File: config.mk
export PLATFORM = sky130hd
export DESIGN_NAME = tisq_core
export DESIGN_NICKNAME = d
export VERILOG_FILES = /design/src/hdl/tisq_pkg.sv /design/src/hdl/tisq_core.sv
export SDC_FILE = /design/constraint.sdc
export NUM_CORES = 1
export LEC_CHECK = 0
export BUFFER_PORTS_ARGS = -buffer_cell sky130_fd_sc_hd__buf_2
export CAP_MARGIN = 5
export CORE_ASPECT_RATIO = 0.6
export CORE_MARGIN = 2
export CORE_UTILIZATION = 46
export CTS_BUF_LIST = sky130_fd_sc_hd__clkbuf_8
export DETAILED_ROUTE_END_ITERATION = 8
export SYNTH_ARGS = -nofsm -noshare
export SYNTH_HDL_FRONTEND = slang
export SYNTH_SLANG_ARGS = --single-unit
File: constraint.sdc
create_clock -name core_clk -period 23.5 [get_ports core_clk]
set_input_delay 1.175 -clock core_clk [delete_from_list [all_inputs] [get_ports core_clk]]
set_output_delay 1.175 -clock core_clk [all_outputs]
set_load 0.03 [all_outputs]
File: src/hdl/tisq_pkg.sv
package tisq_pkg;
	// sizes
	localparam int NUM_SRC   = 16;      // interrupt sources, natural order 0 = highest
	localparam int NUM_EXT   = 5;       // external request pins, sources 0..4
	localparam int NUM_POL   = 3;       // pins with a selectable edge polarity
	localparam int CTX_DEPTH = 8;       // context stack entries
	localparam int PC_W      = 24;      // program counter width
	// register byte offsets
	localparam logic [7:0] OFF_CTRL    = 8'h00;
	localparam logic [7:0] OFF_STATUS  = 8'h04;
	localparam logic [7:0] OFF_FLAG    = 8'h08;
	localparam logic [7:0] OFF_ENABLE  = 8'h0c;
	localparam logic [7:0] OFF_PRIO_LO = 8'h10;
	localparam logic [7:0] OFF_PRIO_HI = 8'h14;
	localparam logic [7:0] OFF_TRAP    = 8'h18;
	localparam logic [7:0] OFF_STKLIM  = 8'h1c;
	localparam logic [7:0] OFF_RSTCTRL = 8'h20;
	localparam logic [7:0] OFF_VECTOR  = 8'h24;
	// control register fields
	localparam int CTRL_ALT_BIT = 15;   // alt_table_select
	localparam int CTRL_OVA_BIT = 10;   // accumulator a overflow trap enable
	localparam int CTRL_OVB_BIT = 9;    // accumulator b overflow trap enable
	localparam int CTRL_COV_BIT = 8;    // catastrophic overflow trap enable
	localparam int CTRL_EP_LSB  = 0;    // ext0_edge_polarity and the next two
	localparam int CONFLICT_BIT = 15;   // conflict_reset_flag in reset_control_reg
	// trap levels as index above level 8
	localparam int TRAP_MATH  = 3;      // level 11, soft
	localparam int TRAP_ADDR  = 4;      // level 12, hard
	localparam int TRAP_STACK = 5;      // level 13, hard
	localparam int TRAP_OSC   = 6;      // level 14, hard
	localparam logic [15:0] STACK_FLOOR  = 16'h0800;
	localparam logic [2:0]  PRIO_RESET   = 3'h4;
	localparam logic [15:0] STKLIM_RESET = 16'hffff;
	localparam logic [5:0]  IRQ_VEC_BASE = 6'h08;  // irq vectors follow the eight trap vectors

	// per-cycle control from the core pipeline
	typedef struct packed {
		logic            cycleStart;    // first clock of an instruction cycle
		logic            takeAck;       // core accepts the offered vector
		logic [PC_W-1:0] pc;            // pc to stack on takeAck
		logic            returnOp;      // return_from_irq_op executed
		logic            lowPower;      // core sleeping or idle
	} tisq_ctl_type;

	// trap conditions reported by the core, one-cycle pulses
	typedef struct packed {
		logic        divZero;
		logic [1:0]  accOv31;           // a, b overflow out of bit 31
		logic        guardUsed;
		logic [1:0]  accOv39;           // a, b overflow out of bit 39
		logic        satOff;            // all saturation disabled
		logic        shiftTooBig;
		logic        misaligned;
		logic        unimplData;
		logic        unimplProg;
		logic        vectorFetch;
		logic        macXinY;           // x access landed in y space
		logic        macYinX;           // y access landed in x space
		logic        branchUnimpl;
		logic        pcUnimpl;
		logic        spLoad;
		logic [15:0] spValue;
		logic        oscFail;
	} tisq_trapsrc_type;

	// everything handed back to the core
	typedef struct packed {
		logic            irqReq;
		logic [PC_W-1:0] vectorAddr;
		logic [3:0]      reqLevel;
		logic [3:0]      cpuPriorityLevel;
		logic            trapPriorityBit;
		logic            haltExec;
		logic            resetOut;
		logic            wake;
		logic            divAbort;
		logic [PC_W-1:0] restoredPc;
		logic            restoreValid;
	} tisq_out_type;

	// whole state of the sequencer
	typedef struct packed {
		logic                              waitReq;
		logic [31:0]                       readData;
		logic [15:0]                       ctrl;
		logic [NUM_SRC-1:0]                flags;
		logic [NUM_SRC-1:0]                enables;
		logic [NUM_SRC-1:0][2:0]           prio;
		logic [NUM_SRC-1:0]                eventHold;
		logic [7:0]                        trapPend;
		logic [3:0]                        hardBusy;
		logic [15:0]                       stackLimit;
		logic                              conflict;
		logic [NUM_EXT-1:0]                extSync1;
		logic [NUM_EXT-1:0]                extSync2;
		logic [NUM_EXT-1:0]                extPrev;
		logic [CTX_DEPTH-1:0][PC_W-1:0]    ctxPc;
		logic [CTX_DEPTH-1:0][3:0]         ctxLvl;
		logic [CTX_DEPTH-1:0][3:0]         ctxSvc;
		logic [3:0]                        ctxCnt;
		tisq_out_type                      out;
	} tisq_state_type;
endpackage

File: src/hdl/tisq_core.sv
`timescale 1ns/1ps
module tisq_core
	import tisq_pkg::*;
#(
	parameter logic [PC_W-1:0] VECTOR_BASE      = 24'h000004,  // primary_vector_table base
	parameter logic [PC_W-1:0] ALT_TABLE_OFFSET = 24'h000080   // alternate_vector_table distance
)
(
	// clock and reset
	input  wire logic               core_clk,
	input  wire logic               reset_n,
	// avalon-mm register slave
	input  wire logic [7:0]         avs_address,
	input  wire logic               avs_read,
	input  wire logic               avs_write,
	input  wire logic [31:0]        avs_writedata,
	input  wire logic [3:0]         avs_byteenable,
	output logic      [31:0]        avs_readdata,
	output logic                    avs_waitrequest,
	// core pipeline side
	input  wire tisq_ctl_type       coreCtl,
	input  wire tisq_trapsrc_type   trapSrc,
	input  wire logic [NUM_SRC-1:0] periphEvents,
	input  wire logic [NUM_EXT-1:0] extIrqPins,
	output tisq_out_type            coreOut
);

	tisq_state_type     s;          // registered state
	tisq_state_type     next_s;     // next state
	logic               busRd;      // first cycle of a read
	logic               busWr;      // write completes this edge
	logic [31:0]        wmask;      // byte-enable mask
	logic [NUM_EXT-1:0] extEdge;    // qualified external edges
	logic [NUM_SRC-1:0] evtVec;     // this cycle's interrupt events
	logic [NUM_SRC-1:0] pendIrq;    // enabled pending requests
	logic [7:0]         newTraps;   // trap conditions this cycle
	logic [3:0]         hardAll;    // hard traps busy or arriving
	logic               conflict;   // hard trap conflict now
	logic               anyTrap;
	logic [2:0]         trapIdx;
	logic               anyIrq;
	logic [2:0]         bestPrio;
	logic [4:0]         bestSrc;
	logic [3:0]         candLvl;
	logic [5:0]         vecNum;
	logic               qualify;    // candidate beats cpu level
	logic [2:0]         topIdx;     // top of context stack

	// reset image, shared by reset_n and the conflict reset
	function automatic tisq_state_type reset_state();
		tisq_state_type r;
		r = '0;
		r.waitReq = 1'b1;
		r.stackLimit = STKLIM_RESET;
		for (int i = 0; i < NUM_SRC; i++)
		begin
			r.prio[i] = PRIO_RESET;
		end
		return r;
	endfunction

	// byte-lane merge of a bus write
	function automatic logic [31:0] merge(input logic [31:0] old, input logic [31:0] wd, input logic [31:0] m);
		return (old & ~m) | (wd & m);
	endfunction

	assign wmask = {{8{avs_byteenable[3]}}, {8{avs_byteenable[2]}}, {8{avs_byteenable[1]}}, {8{avs_byteenable[0]}}};
	assign topIdx = 3'(s.ctxCnt - 4'h1);

	// next-state logic
	always_comb
	begin
		next_s = s;
		next_s.out.resetOut = 1'b0;
		next_s.out.wake = 1'b0;
		next_s.out.divAbort = 1'b0;
		next_s.out.restoreValid = 1'b0;

		// bus: one wait cycle, read data stands at the releasing edge
		busRd = avs_read && s.waitReq;
		busWr = avs_write && !s.waitReq;
		next_s.waitReq = !((avs_read || avs_write) && s.waitReq);
		if (busRd)
		begin
			case (avs_address)
				OFF_CTRL:    next_s.readData = {16'h0, s.ctrl};
				OFF_STATUS:  next_s.readData = {28'h0, s.out.cpuPriorityLevel};
				OFF_FLAG:    next_s.readData = {16'h0, s.flags};
				OFF_ENABLE:  next_s.readData = {16'h0, s.enables};
				OFF_PRIO_LO:
				begin
					next_s.readData = 32'h0;
					for (int i = 0; i < 8; i++)
					begin
						next_s.readData[i*4 +: 3] = s.prio[i];
					end
				end
				OFF_PRIO_HI:
				begin
					next_s.readData = 32'h0;
					for (int i = 0; i < 8; i++)
					begin
						next_s.readData[i*4 +: 3] = s.prio[i+8];
					end
				end
				OFF_TRAP:    next_s.readData = {20'h0, s.hardBusy, s.trapPend};
				OFF_STKLIM:  next_s.readData = {16'h0, s.stackLimit};
				OFF_RSTCTRL: next_s.readData = {16'h0, s.conflict, 15'h0};
				OFF_VECTOR:  next_s.readData = {8'h0, s.out.vectorAddr};
				default:     next_s.readData = 32'h0;                              // unmapped reads zero
			endcase
		end
		if (busWr)
		begin
			case (avs_address)
				OFF_CTRL:    next_s.ctrl = 16'(merge({16'h0, s.ctrl}, avs_writedata, wmask));
				OFF_STATUS:
				begin
					// the trap bit is hardware owned; software only moves levels 0-7 outside traps
					if (avs_byteenable[0] && !s.out.trapPriorityBit)
					begin
						next_s.out.cpuPriorityLevel = {1'b0, avs_writedata[2:0]};
					end
				end
				OFF_FLAG:    next_s.flags = s.flags & ~(avs_writedata[15:0] & wmask[15:0]);
				OFF_ENABLE:  next_s.enables = 16'(merge({16'h0, s.enables}, avs_writedata, wmask));
				OFF_PRIO_LO:
				begin
					for (int i = 0; i < 8; i++)
					begin
						if (wmask[i*4])
						begin
							next_s.prio[i] = avs_writedata[i*4 +: 3];
						end
					end
				end
				OFF_PRIO_HI:
				begin
					for (int i = 0; i < 8; i++)
					begin
						if (wmask[i*4])
						begin
							next_s.prio[i+8] = avs_writedata[i*4 +: 3];
						end
					end
				end
				// soft traps may be dismissed by software; hard ones only by being taken
				OFF_TRAP:    next_s.trapPend = s.trapPend & ~(avs_writedata[7:0] & wmask[7:0] & 8'h0f);
				OFF_STKLIM:  next_s.stackLimit = 16'(merge({16'h0, s.stackLimit}, avs_writedata, wmask));
				OFF_RSTCTRL:
				begin
					if (avs_writedata[CONFLICT_BIT] && wmask[CONFLICT_BIT])
					begin
						next_s.conflict = 1'b0;
					end
				end
				default:     next_s.conflict = s.conflict;                         // unmapped writes ignored
			endcase
		end

		// external pins: two-stage synchroniser, then edge detect on the second stage
		next_s.extSync1 = extIrqPins;
		next_s.extSync2 = s.extSync1;
		next_s.extPrev = s.extSync2;
		for (int i = 0; i < NUM_EXT; i++)
		begin
			if (i < NUM_POL && s.ctrl[CTRL_EP_LSB + i])
			begin
				extEdge[i] = !s.extSync2[i] && s.extPrev[i];
			end
			else
			begin
				extEdge[i] = s.extSync2[i] && !s.extPrev[i];
			end
		end
		evtVec = {periphEvents[NUM_SRC-1:NUM_EXT], extEdge};

		// events wait in the hold register and land in the flags at cycle start;
		// the set comes after the software clear above, so it wins
		if (coreCtl.cycleStart)
		begin
			next_s.flags = next_s.flags | s.eventHold | evtVec;
			next_s.eventHold = '0;
		end
		else
		begin
			next_s.eventHold = s.eventHold | evtVec;
		end

		// trap conditions
		newTraps = 8'h0;
		newTraps[TRAP_MATH] = trapSrc.divZero
			|| (trapSrc.accOv31[0] && !trapSrc.guardUsed && s.ctrl[CTRL_OVA_BIT])
			|| (trapSrc.accOv31[1] && !trapSrc.guardUsed && s.ctrl[CTRL_OVB_BIT])
			|| ((|trapSrc.accOv39) && trapSrc.satOff && s.ctrl[CTRL_COV_BIT])
			|| trapSrc.shiftTooBig;
		newTraps[TRAP_ADDR] = trapSrc.misaligned || trapSrc.unimplData
			|| trapSrc.unimplProg || trapSrc.vectorFetch
			|| trapSrc.macXinY || trapSrc.macYinX
			|| trapSrc.branchUnimpl || trapSrc.pcUnimpl;
		newTraps[TRAP_STACK] = trapSrc.spLoad
			&& (trapSrc.spValue > s.stackLimit || trapSrc.spValue < STACK_FLOOR);
		newTraps[TRAP_OSC] = trapSrc.oscFail;
		next_s.out.divAbort = trapSrc.divZero;

		// conflict: a hard trap arrives under a higher one pending or in service
		hardAll = s.hardBusy | newTraps[7:4];
		conflict = 1'b0;
		for (int i = 0; i < 4; i++)
		begin
			if (newTraps[4+i] && ((hardAll >> (i + 1)) != 4'h0))
			begin
				conflict = 1'b1;
			end
		end

		// candidate selection from the registered pending sets
		anyTrap = 1'b0;
		trapIdx = 3'h0;
		for (int t = 0; t < 8; t++)
		begin
			if (s.trapPend[t])
			begin
				anyTrap = 1'b1;
				trapIdx = 3'(t);
			end
		end
		pendIrq = s.flags & s.enables;
		anyIrq = 1'b0;
		bestPrio = 3'h0;
		bestSrc = 5'h0;
		// downward scan with >= lets the lowest index win a tie
		for (int i = NUM_SRC - 1; i >= 0; i--)
		begin
			if (pendIrq[i] && (!anyIrq || s.prio[i] >= bestPrio))
			begin
				anyIrq = 1'b1;
				bestPrio = s.prio[i];
				bestSrc = 5'(i);
			end
		end
		candLvl = anyTrap ? {1'b1, trapIdx} : {1'b0, bestPrio};
		vecNum = anyTrap ? {3'h0, trapIdx} : (IRQ_VEC_BASE + 6'(bestSrc));
		qualify = (anyTrap || anyIrq) && (candLvl > s.out.cpuPriorityLevel);

		// take, offer or return
		if (s.out.irqReq && coreCtl.takeAck)
		begin
			if (s.ctxCnt < 4'(CTX_DEPTH))
			begin
				next_s.ctxPc[s.ctxCnt[2:0]] = coreCtl.pc;
				next_s.ctxLvl[s.ctxCnt[2:0]] = s.out.cpuPriorityLevel;
				next_s.ctxSvc[s.ctxCnt[2:0]] = s.out.reqLevel;
				next_s.ctxCnt = s.ctxCnt + 4'h1;
			end
			next_s.out.cpuPriorityLevel = s.out.reqLevel;
			next_s.out.trapPriorityBit = s.out.reqLevel[3];
			if (s.out.reqLevel[3])
			begin
				next_s.trapPend[s.out.reqLevel[2:0]] = 1'b0;
			end
			next_s.out.irqReq = 1'b0;
		end
		else if (coreCtl.returnOp && s.ctxCnt != 4'h0)
		begin
			next_s.out.restoredPc = s.ctxPc[topIdx];
			next_s.out.cpuPriorityLevel = s.ctxLvl[topIdx];
			next_s.out.trapPriorityBit = s.ctxLvl[topIdx][3];
			next_s.out.restoreValid = 1'b1;
			next_s.ctxCnt = s.ctxCnt - 4'h1;
			if (s.ctxSvc[topIdx][3:2] == 2'b11)
			begin
				next_s.hardBusy[s.ctxSvc[topIdx][1:0]] = 1'b0;
			end
		end
		else if (coreCtl.cycleStart)
		begin
			// offers only at an instruction boundary, so the offender completes
			next_s.out.irqReq = qualify;
			next_s.out.reqLevel = candLvl;
			next_s.out.vectorAddr = VECTOR_BASE + 24'({vecNum, 1'b0})
				+ (s.ctrl[CTRL_ALT_BIT] ? ALT_TABLE_OFFSET : 24'h0);
			next_s.out.wake = coreCtl.lowPower && qualify;
		end

		// new traps land after the take clear so none is lost
		next_s.trapPend = next_s.trapPend | newTraps;
		next_s.hardBusy = next_s.hardBusy | newTraps[7:4];
		next_s.out.haltExec = |next_s.trapPend[7:4];

		if (conflict)
		begin
			next_s = reset_state();
			next_s.conflict = 1'b1;
			next_s.out.resetOut = 1'b1;
		end
	end

	// state register, synchronous reset
	always_ff @(posedge core_clk)
	begin
		if (!reset_n)
		begin
			s <= reset_state();
		end
		else
		begin
			s <= next_s;
		end
	end

	assign avs_readdata = s.readData;
	assign avs_waitrequest = s.waitReq;
	assign coreOut = s.out;
endmodule

==> results of run 1 <==
## kinds of logic after synthesis
kind of cell	Yosys count
DFF	491
buffers and inverters	361
xor gates and xnor gates	4
muxes	127
and+or+nand+nor	1154
adders and majority gates	59
AOI/OAI and AO/OA	707
other	1
## layer usage
layer / track usage / up-vias / wire (um)
met1: 0.442 / 10200 / 36800
met2: 0.397 / 945 / 31600
met5: 0 / - / 7
met3: 0.0785 / 132 / 8510
li1: - / 10000 / -
met4: 0.0799 / 2 / 1720
## worst max-delay path: cells and delay by family (launching register included)
family	cells	cell delay [ns]
compound gates	46	9.54
fa+ha+maj	16	4.21
buf+inv	4	0.69
flops	1	0.30
mux	5	1.80
simple gates	40	5.44
## final cells by class
| class | count | area, sq um |
|---|---|---|
| tap | 693 | 867 |
| multi-input combinational | 2072 | 12300 |
| sequential | 491 | 9830 |
| inverter | 57 | 214 |
| clock inverter | 44 | 315 |
| timing repair buffer | 259 | 1450 |
| fill | 4750 | 24400 |
| antenna | 6 | 15.0 |
| clock buffer | 94 | 1290 |
## cell usage after synthesis (all sizes together), types with 10 or more instances
cell type	number	area, sq um
nand2	727	2730
dfxtp	491	9830
a21oi	405	2030
nor2	195	732
clkbuf	166	628
buf	138	891
nand3	75	375
o21ai	66	330
a22oi	61	458
mux4	61	1370
ha	59	738
mux2i	58	581
inv	57	214
and2	42	263
a211oi	40	328
nor3	27	140
o211ai	25	188
nand2b	22	138
a31oi	21	131
nor2b	17	106
and3	12	75.1
a222oi	10	100
## repair_timing
item / 4_1_cts / 5_1_grt
pin swaps: 0 / 24
endpoints found under the setup margin: 2 / 10
buffers inserted: 0 / 22
gates resized for setup: 2 / 47
## sequential cells by signal, indices dropped and copies added, names as in the netlist, named ones only
register         count
avs_waitrequest      1
s                  368
coreOut             46
avs_readdata        28
## where the power goes
group,switching [mW],leakage (nW),internal (mW)
sequential,0.00631,3.96,0.836
clock,0.360,0.920,0.400
combinational,0.0573,4.58,0.0203
## stage by stage
| stage | hold WS (ns) | TNS, ns | util | power [mW] | instances |
|---|---|---|---|---|---|
| 2_1_floorplan | 0.406 | 0 | - | 0.908 | 2924 |
| 3_3_place_gp | 0.411 | 0 | 0.480 | 0.935 | 3550 |
| 3_5_place_dp | 0.414 | -0.0886 | 0.480 | 0.936 | 3550 |
| 4_1_cts | 0.428 | 0 | 0.512 | 1.69 | 3688 |
| 5_1_grt | 0.446 | -0.147 | 0.519 | 1.74 | 3712 |
| 6_report | 0.427 | 0 | 0.520 | 1.68 | 3716 |
## worst max-delay path by stage
stage | to | from
after floorplan | coreOut[62] | s[462]
after global placement | coreOut[62] | s[462]
after detailed placement | coreOut[62] | s[462]
after CTS | coreOut[62] | s[462]
after global routing | coreOut[26] | s[462]
final | coreOut[26] | s[462]
==> results.sh, run 1 <==
export IMPL_portBuffers=196
export IMPL_syn_area_per_cell_sq_um=8.09
export IMPL_routed_wl_um=78600
export IMPL_final_cell_mix="nand2_1 (724), dfxtp_1 (490), a21oi_1 (399)"
export IMPL_drv_cap=0
export IMPL_grt_first_pass_wirelength_um=117000
export IMPL_io_pins=227
export IMPL_tritoncts="done"
export IMPL_peakVddDrop_mv=0.0378
export IMPL_setup_violations=0
export IMPL_vias=21300
export IMPL_grt_max_degree=110
export IMPL_gp_congestion=0.978
export IMPL_placed_cell_area_sq_um=24300
export IMPL_slew_headroom=0.239
export IMPL_drv_slew=0
export IMPL_cp_common_cell="ha_1"
export IMPL_cts_root_buf="clkbuf_8"
export IMPL_regToRegStartpoint="s[462]"
export IMPL_syn2layout_area_growth_pct=12.1
export IMPL_core_region_area_sq_um=50700
export IMPL_die_y_um=179
export IMPL_dieArea_sq_um=52900
export IMPL_slowest_stage="a2111oi_4"
export IMPL_synth_ff_type="dfxtp_1"
export IMPL_fin_skew_ns=0.0444
export IMPL_rows=64
export IMPL_cp_data_arrival_time_ns=22.62
export IMPL_grt_usage=0.291
export IMPL_yosys_warnings=0
export IMPL_min_path_cells=1
export IMPL_synth_top_family_by_area="simple AND/OR/NAND/NOR gates"
export IMPL_synthSimpleGateAreaFrac=0.205
export IMPL_grt_antenna_before_repair=5
export IMPL_syn_instance_count=2904
export IMPL_synthXorXnorAreaFrac=0.00149
export IMPL_viasPerCell=5.73
export IMPL_drive_above_1_share=0.172
export IMPL_clkSinkCount=491
export IMPL_hpwl_um=53700
export IMPL_hp_class="register to register"
export IMPL_layout_nets=3148
export IMPL_synth_fa_ha_area_frac=0.0314
export IMPL_ys_ff_latch=491
export IMPL_wl_per_cell_um=21.2
export IMPL_hold_viol=0
export IMPL_htree_levels=3
export IMPL_cts_buffers=77
export IMPL_synth_distinct_cells=80
export IMPL_ant_nets=0
export IMPL_finalCriticalPeriod_ns=22.08
export IMPL_outcome="finished clean"
export IMPL_async_flop_share=0
export IMPL_worst_slew_pin_slew_ns=1.14
export IMPL_cts_buffer_depth=3
export IMPL_first_iter_violations=2166
export IMPL_required_ns=24.04
export IMPL_rrSetupSlack_ns=1.42
export IMPL_timing_final_crit_share=0.940
export IMPL_whs_endpoint="s[328]"
export IMPL_worst_skew_pair_late_latency_ns=0.67
export IMPL_ctsHoldBuffers=0
export IMPL_first_pass_iters=6
export IMPL_power_per_cell_area_nw_per_um2=63.8
export IMPL_grt_pass1_vias=19700
export IMPL_fmax_mhz=45.3
export IMPL_worstReg2RegEnd="coreOut[26]"
export IMPL_synth_compound_area_frac=0.182
export IMPL_path_clk_slew_ns=0.06
export IMPL_setup_ws_ns=1.42
export IMPL_final_cell_area_sq_um=26300
export IMPL_start_util=0.463
export IMPL_slowest_delay_ns=0.42
export IMPL_p_leak_nw=9.46
export IMPL_final_common_cell="nand2_1"
export IMPL_start_kind="register"
export IMPL_worstSetupEndpointType="register"
export IMPL_reg2regPathDepth=111
export IMPL_synth_seq_area_share=0.418
export IMPL_min_delay_start="s[333]"
export IMPL_mappedNetlistArea_sq_um=23500
export IMPL_synthMuxAreaShare=0.0874
export IMPL_pre_cts_slack_ns=-0.0671
export IMPL_crit_type="register to register"
export IMPL_overflow=0
export IMPL_die_w_um=296
export IMPL_drc=0
export IMPL_synth_edf_count=0
export IMPL_critPathMaxFanout=9
Power figures use the tool's default switching activity.
==> run 2: changes to the inputs <==
Settings changed: CORE_ASPECT_RATIO 0.6 to 1.1.
==> run 2 against run 1 <==
  * Final cell count fell by 1.5%
  * Critical path depth rose by 3
  * Via count fell by 1.6%
  * Register-to-register slack improved by 0.10 ns
  * Die area fell by 0.11%
  * First-iteration DRC count fell by 21%
  * Utilization fell by 0.10 points
  * Global-route usage fell by 0.96 points
  * Non-clock buffer count fell by 27
==> results.sh, run 2 (synthesized netlist as in run 1, its figures left out) <==
export IMPL_outcome="finished clean"
export IMPL_final_cell_mix="nand2_1 (724), dfxtp_1 (488), a21oi_1 (403)"
export IMPL_critPathMaxFanout=9
export IMPL_largest_reg_flops=368
export IMPL_die_y_um=241
export IMPL_power_frac_comb=0.045
export IMPL_switching_share=0.251
export IMPL_drv_cap=0
export IMPL_cp_endpoint="coreOut[62]"
export IMPL_power_per_cell_area_nw_per_um2=64.9
export IMPL_slowest_delay_ns=0.46
export IMPL_crit_type="register to register"
export IMPL_dieArea_sq_um=52900
export IMPL_finalCriticalPeriod_ns=21.98
export IMPL_cp_data_arrival_time_ns=22.59
export IMPL_reg2regPathDepth=114
export IMPL_io_pins=227
export IMPL_placed_cell_area_sq_um=24200
export IMPL_cts_buffer_depth=3
export IMPL_p_leak_nw=9.36
export IMPL_slowest_stage="a2111o_1"
export IMPL_fin_skew_ns=0.0283
export IMPL_htree_levels=3
export IMPL_viasPerCell=5.73
export IMPL_worstSetupEndpointType="register"
export IMPL_vias=21000
export IMPL_rrSetupSlack_ns=1.52
export IMPL_p_int_mw=1.27
export IMPL_tritoncts="done"
export IMPL_start_kind="register"
export IMPL_syn2layout_area_growth_pct=10.9
export IMPL_cts_buffers=82
export IMPL_drive_above_1_share=0.164
export IMPL_grt_usage=0.281
export IMPL_final_common_cell="nand2_1"
export IMPL_worst_skew_pair_late_latency_ns=0.69
export IMPL_first_pass_iters=6
export IMPL_slew_headroom=0.167
export IMPL_startpoint="s[462]"
export IMPL_routed_wl_um=75500
export IMPL_drc=0
export IMPL_rows=86
export IMPL_setup_ws_ns=1.52
export IMPL_drv_slew=0
export IMPL_peakVddDrop_mv=0.0485
export IMPL_core_region_area_sq_um=50300
export IMPL_cts_root_buf="clkbuf_8"
export IMPL_timing_final_crit_share=0.935
export IMPL_top_register="s"
export IMPL_hpwl_um=49400
export IMPL_worst_slew_pin_slew_ns=1.24
export IMPL_post_place_cells=3507
export IMPL_fmax_mhz=45.5
export IMPL_pre_cts_slack_ns=-0.0465
export IMPL_final_cell_area_sq_um=26100
export IMPL_clkPwrFrac=0.458
export IMPL_hold_viol=0
export IMPL_grt_pass1_vias=20200
export IMPL_wl_per_cell_um=20.6
export IMPL_p_switching_mw=0.425
export IMPL_grt_first_pass_wirelength_um=115000
export IMPL_start_util=0.467
export IMPL_worstReg2RegEnd="coreOut[62]"
export IMPL_layout_nets=3126
export IMPL_regToRegStartpoint="s[462]"
export IMPL_seqPwrFrac=0.498
export IMPL_portBuffers=196
export IMPL_first_iter_violations=1711
export IMPL_path_clk_slew_ns=0.06
export IMPL_required_ns=24.11
export IMPL_cp_common_cell="ha_1"
export IMPL_ctsHoldBuffers=0
export IMPL_grt_max_degree=110
export IMPL_gp_congestion=0.901
export IMPL_setup_violations=0
export IMPL_grt_antenna_before_repair=5
export IMPL_final_cells=3659
export IMPL_overflow=0
export IMPL_n_antenna_cell=0
export IMPL_min_delay_start="s[337]"
export IMPL_die_w_um=219
export IMPL_hp_class="register to register"
export IMPL_clkSinkCount=491
export IMPL_ant_nets=0
==> run 2: changes by cell type in the layout (fill, tap and decap cells not counted), moves of 3 or more <==
cell       change
a21oi_1        +4
a21oi_2        -4
buf_4         -27
bufinv_16      -3
clkbuf_8      +13
diode_2        -6
inv_1          -3
nor2_1         +3
==> run 2: stage by stage <==
stage | power, mW | hold WS (ns) | setup TNS [ns] | util
finish | 1.69 | 0.431 | 0 | 0.518
global route | 1.75 | 0.454 | -0.245 | 0.518
CTS | 1.71 | 0.430 | 0 | 0.515
detailed placement | 0.935 | 0.418 | -0.0557 | 0.482
global placement | 0.933 | 0.411 | 0 | 0.482
floorplan | 0.908 | 0.406 | 0 | -
==> run 2: how the worst min path moves through the flow <==
| stage | end | slack, ns | cells past startpoint |
|---|---|---|---|
| 2_1_floorplan | s[328] | 0.41 | 1 |
| 3_5_place_dp | s[332] | 0.42 | 1 |
| 6_report | s[332] | 0.43 | 1 |
| 4_1_cts | s[332] | 0.43 | 1 |
| 3_3_place_gp | s[328] | 0.41 | 1 |
| 5_1_grt | s[332] | 0.45 | 1 |
==> run 2: power groups by stage <==
stage	combinational (mW)	clock (mW)	sequential (mW)
global route	0.0817	0.825	0.842
global placement	0.0732	0	0.860
floorplan	0.0505	0	0.857
CTS	0.0747	0.790	0.842
finish	0.0755	0.774	0.842
detailed placement	0.0745	0	0.860
==> run 2: layer usage <==
| layer | vias to the layer above | GRT usage | wire length, um |
|---|---|---|---|
| li1 | 9972 | - | - |
| met2 | 793 | 0.500 | 38100 |
| met4 | 10 | 0.114 | 2440 |
| met1 | 10000 | 0.336 | 29800 |
| met3 | 169 | 0.0486 | 5050 |
| met5 | - | 0 | 66 |
==> run 2: critical path: cells and delay by family (launching register included) <==
family	cells	cell delay, ns
AOI/OAI and AO/OA	45	9.18
adders and majority gates	16	4.08
buffers and inverters	3	0.35
DFF	1	0.37
muxes	6	1.89
and+or+nand+nor	44	6.00
==> run 2: final cells by class <==
cell class	count	area (sq um)
inverters	57	214
flip-flops and latches	491	9840
multi-input cells	2072	12200
well taps	660	826
repair buffers	232	1250
fillers	4853	24200
clock inverters	40	208
clock buffers	107	1470
==> run 2: timing repair <==
action	in CTS	in global routing
pin swaps	0	5
setup endpoints to repair	2	10
buffers inserted	0	5
resized for setup	1	29
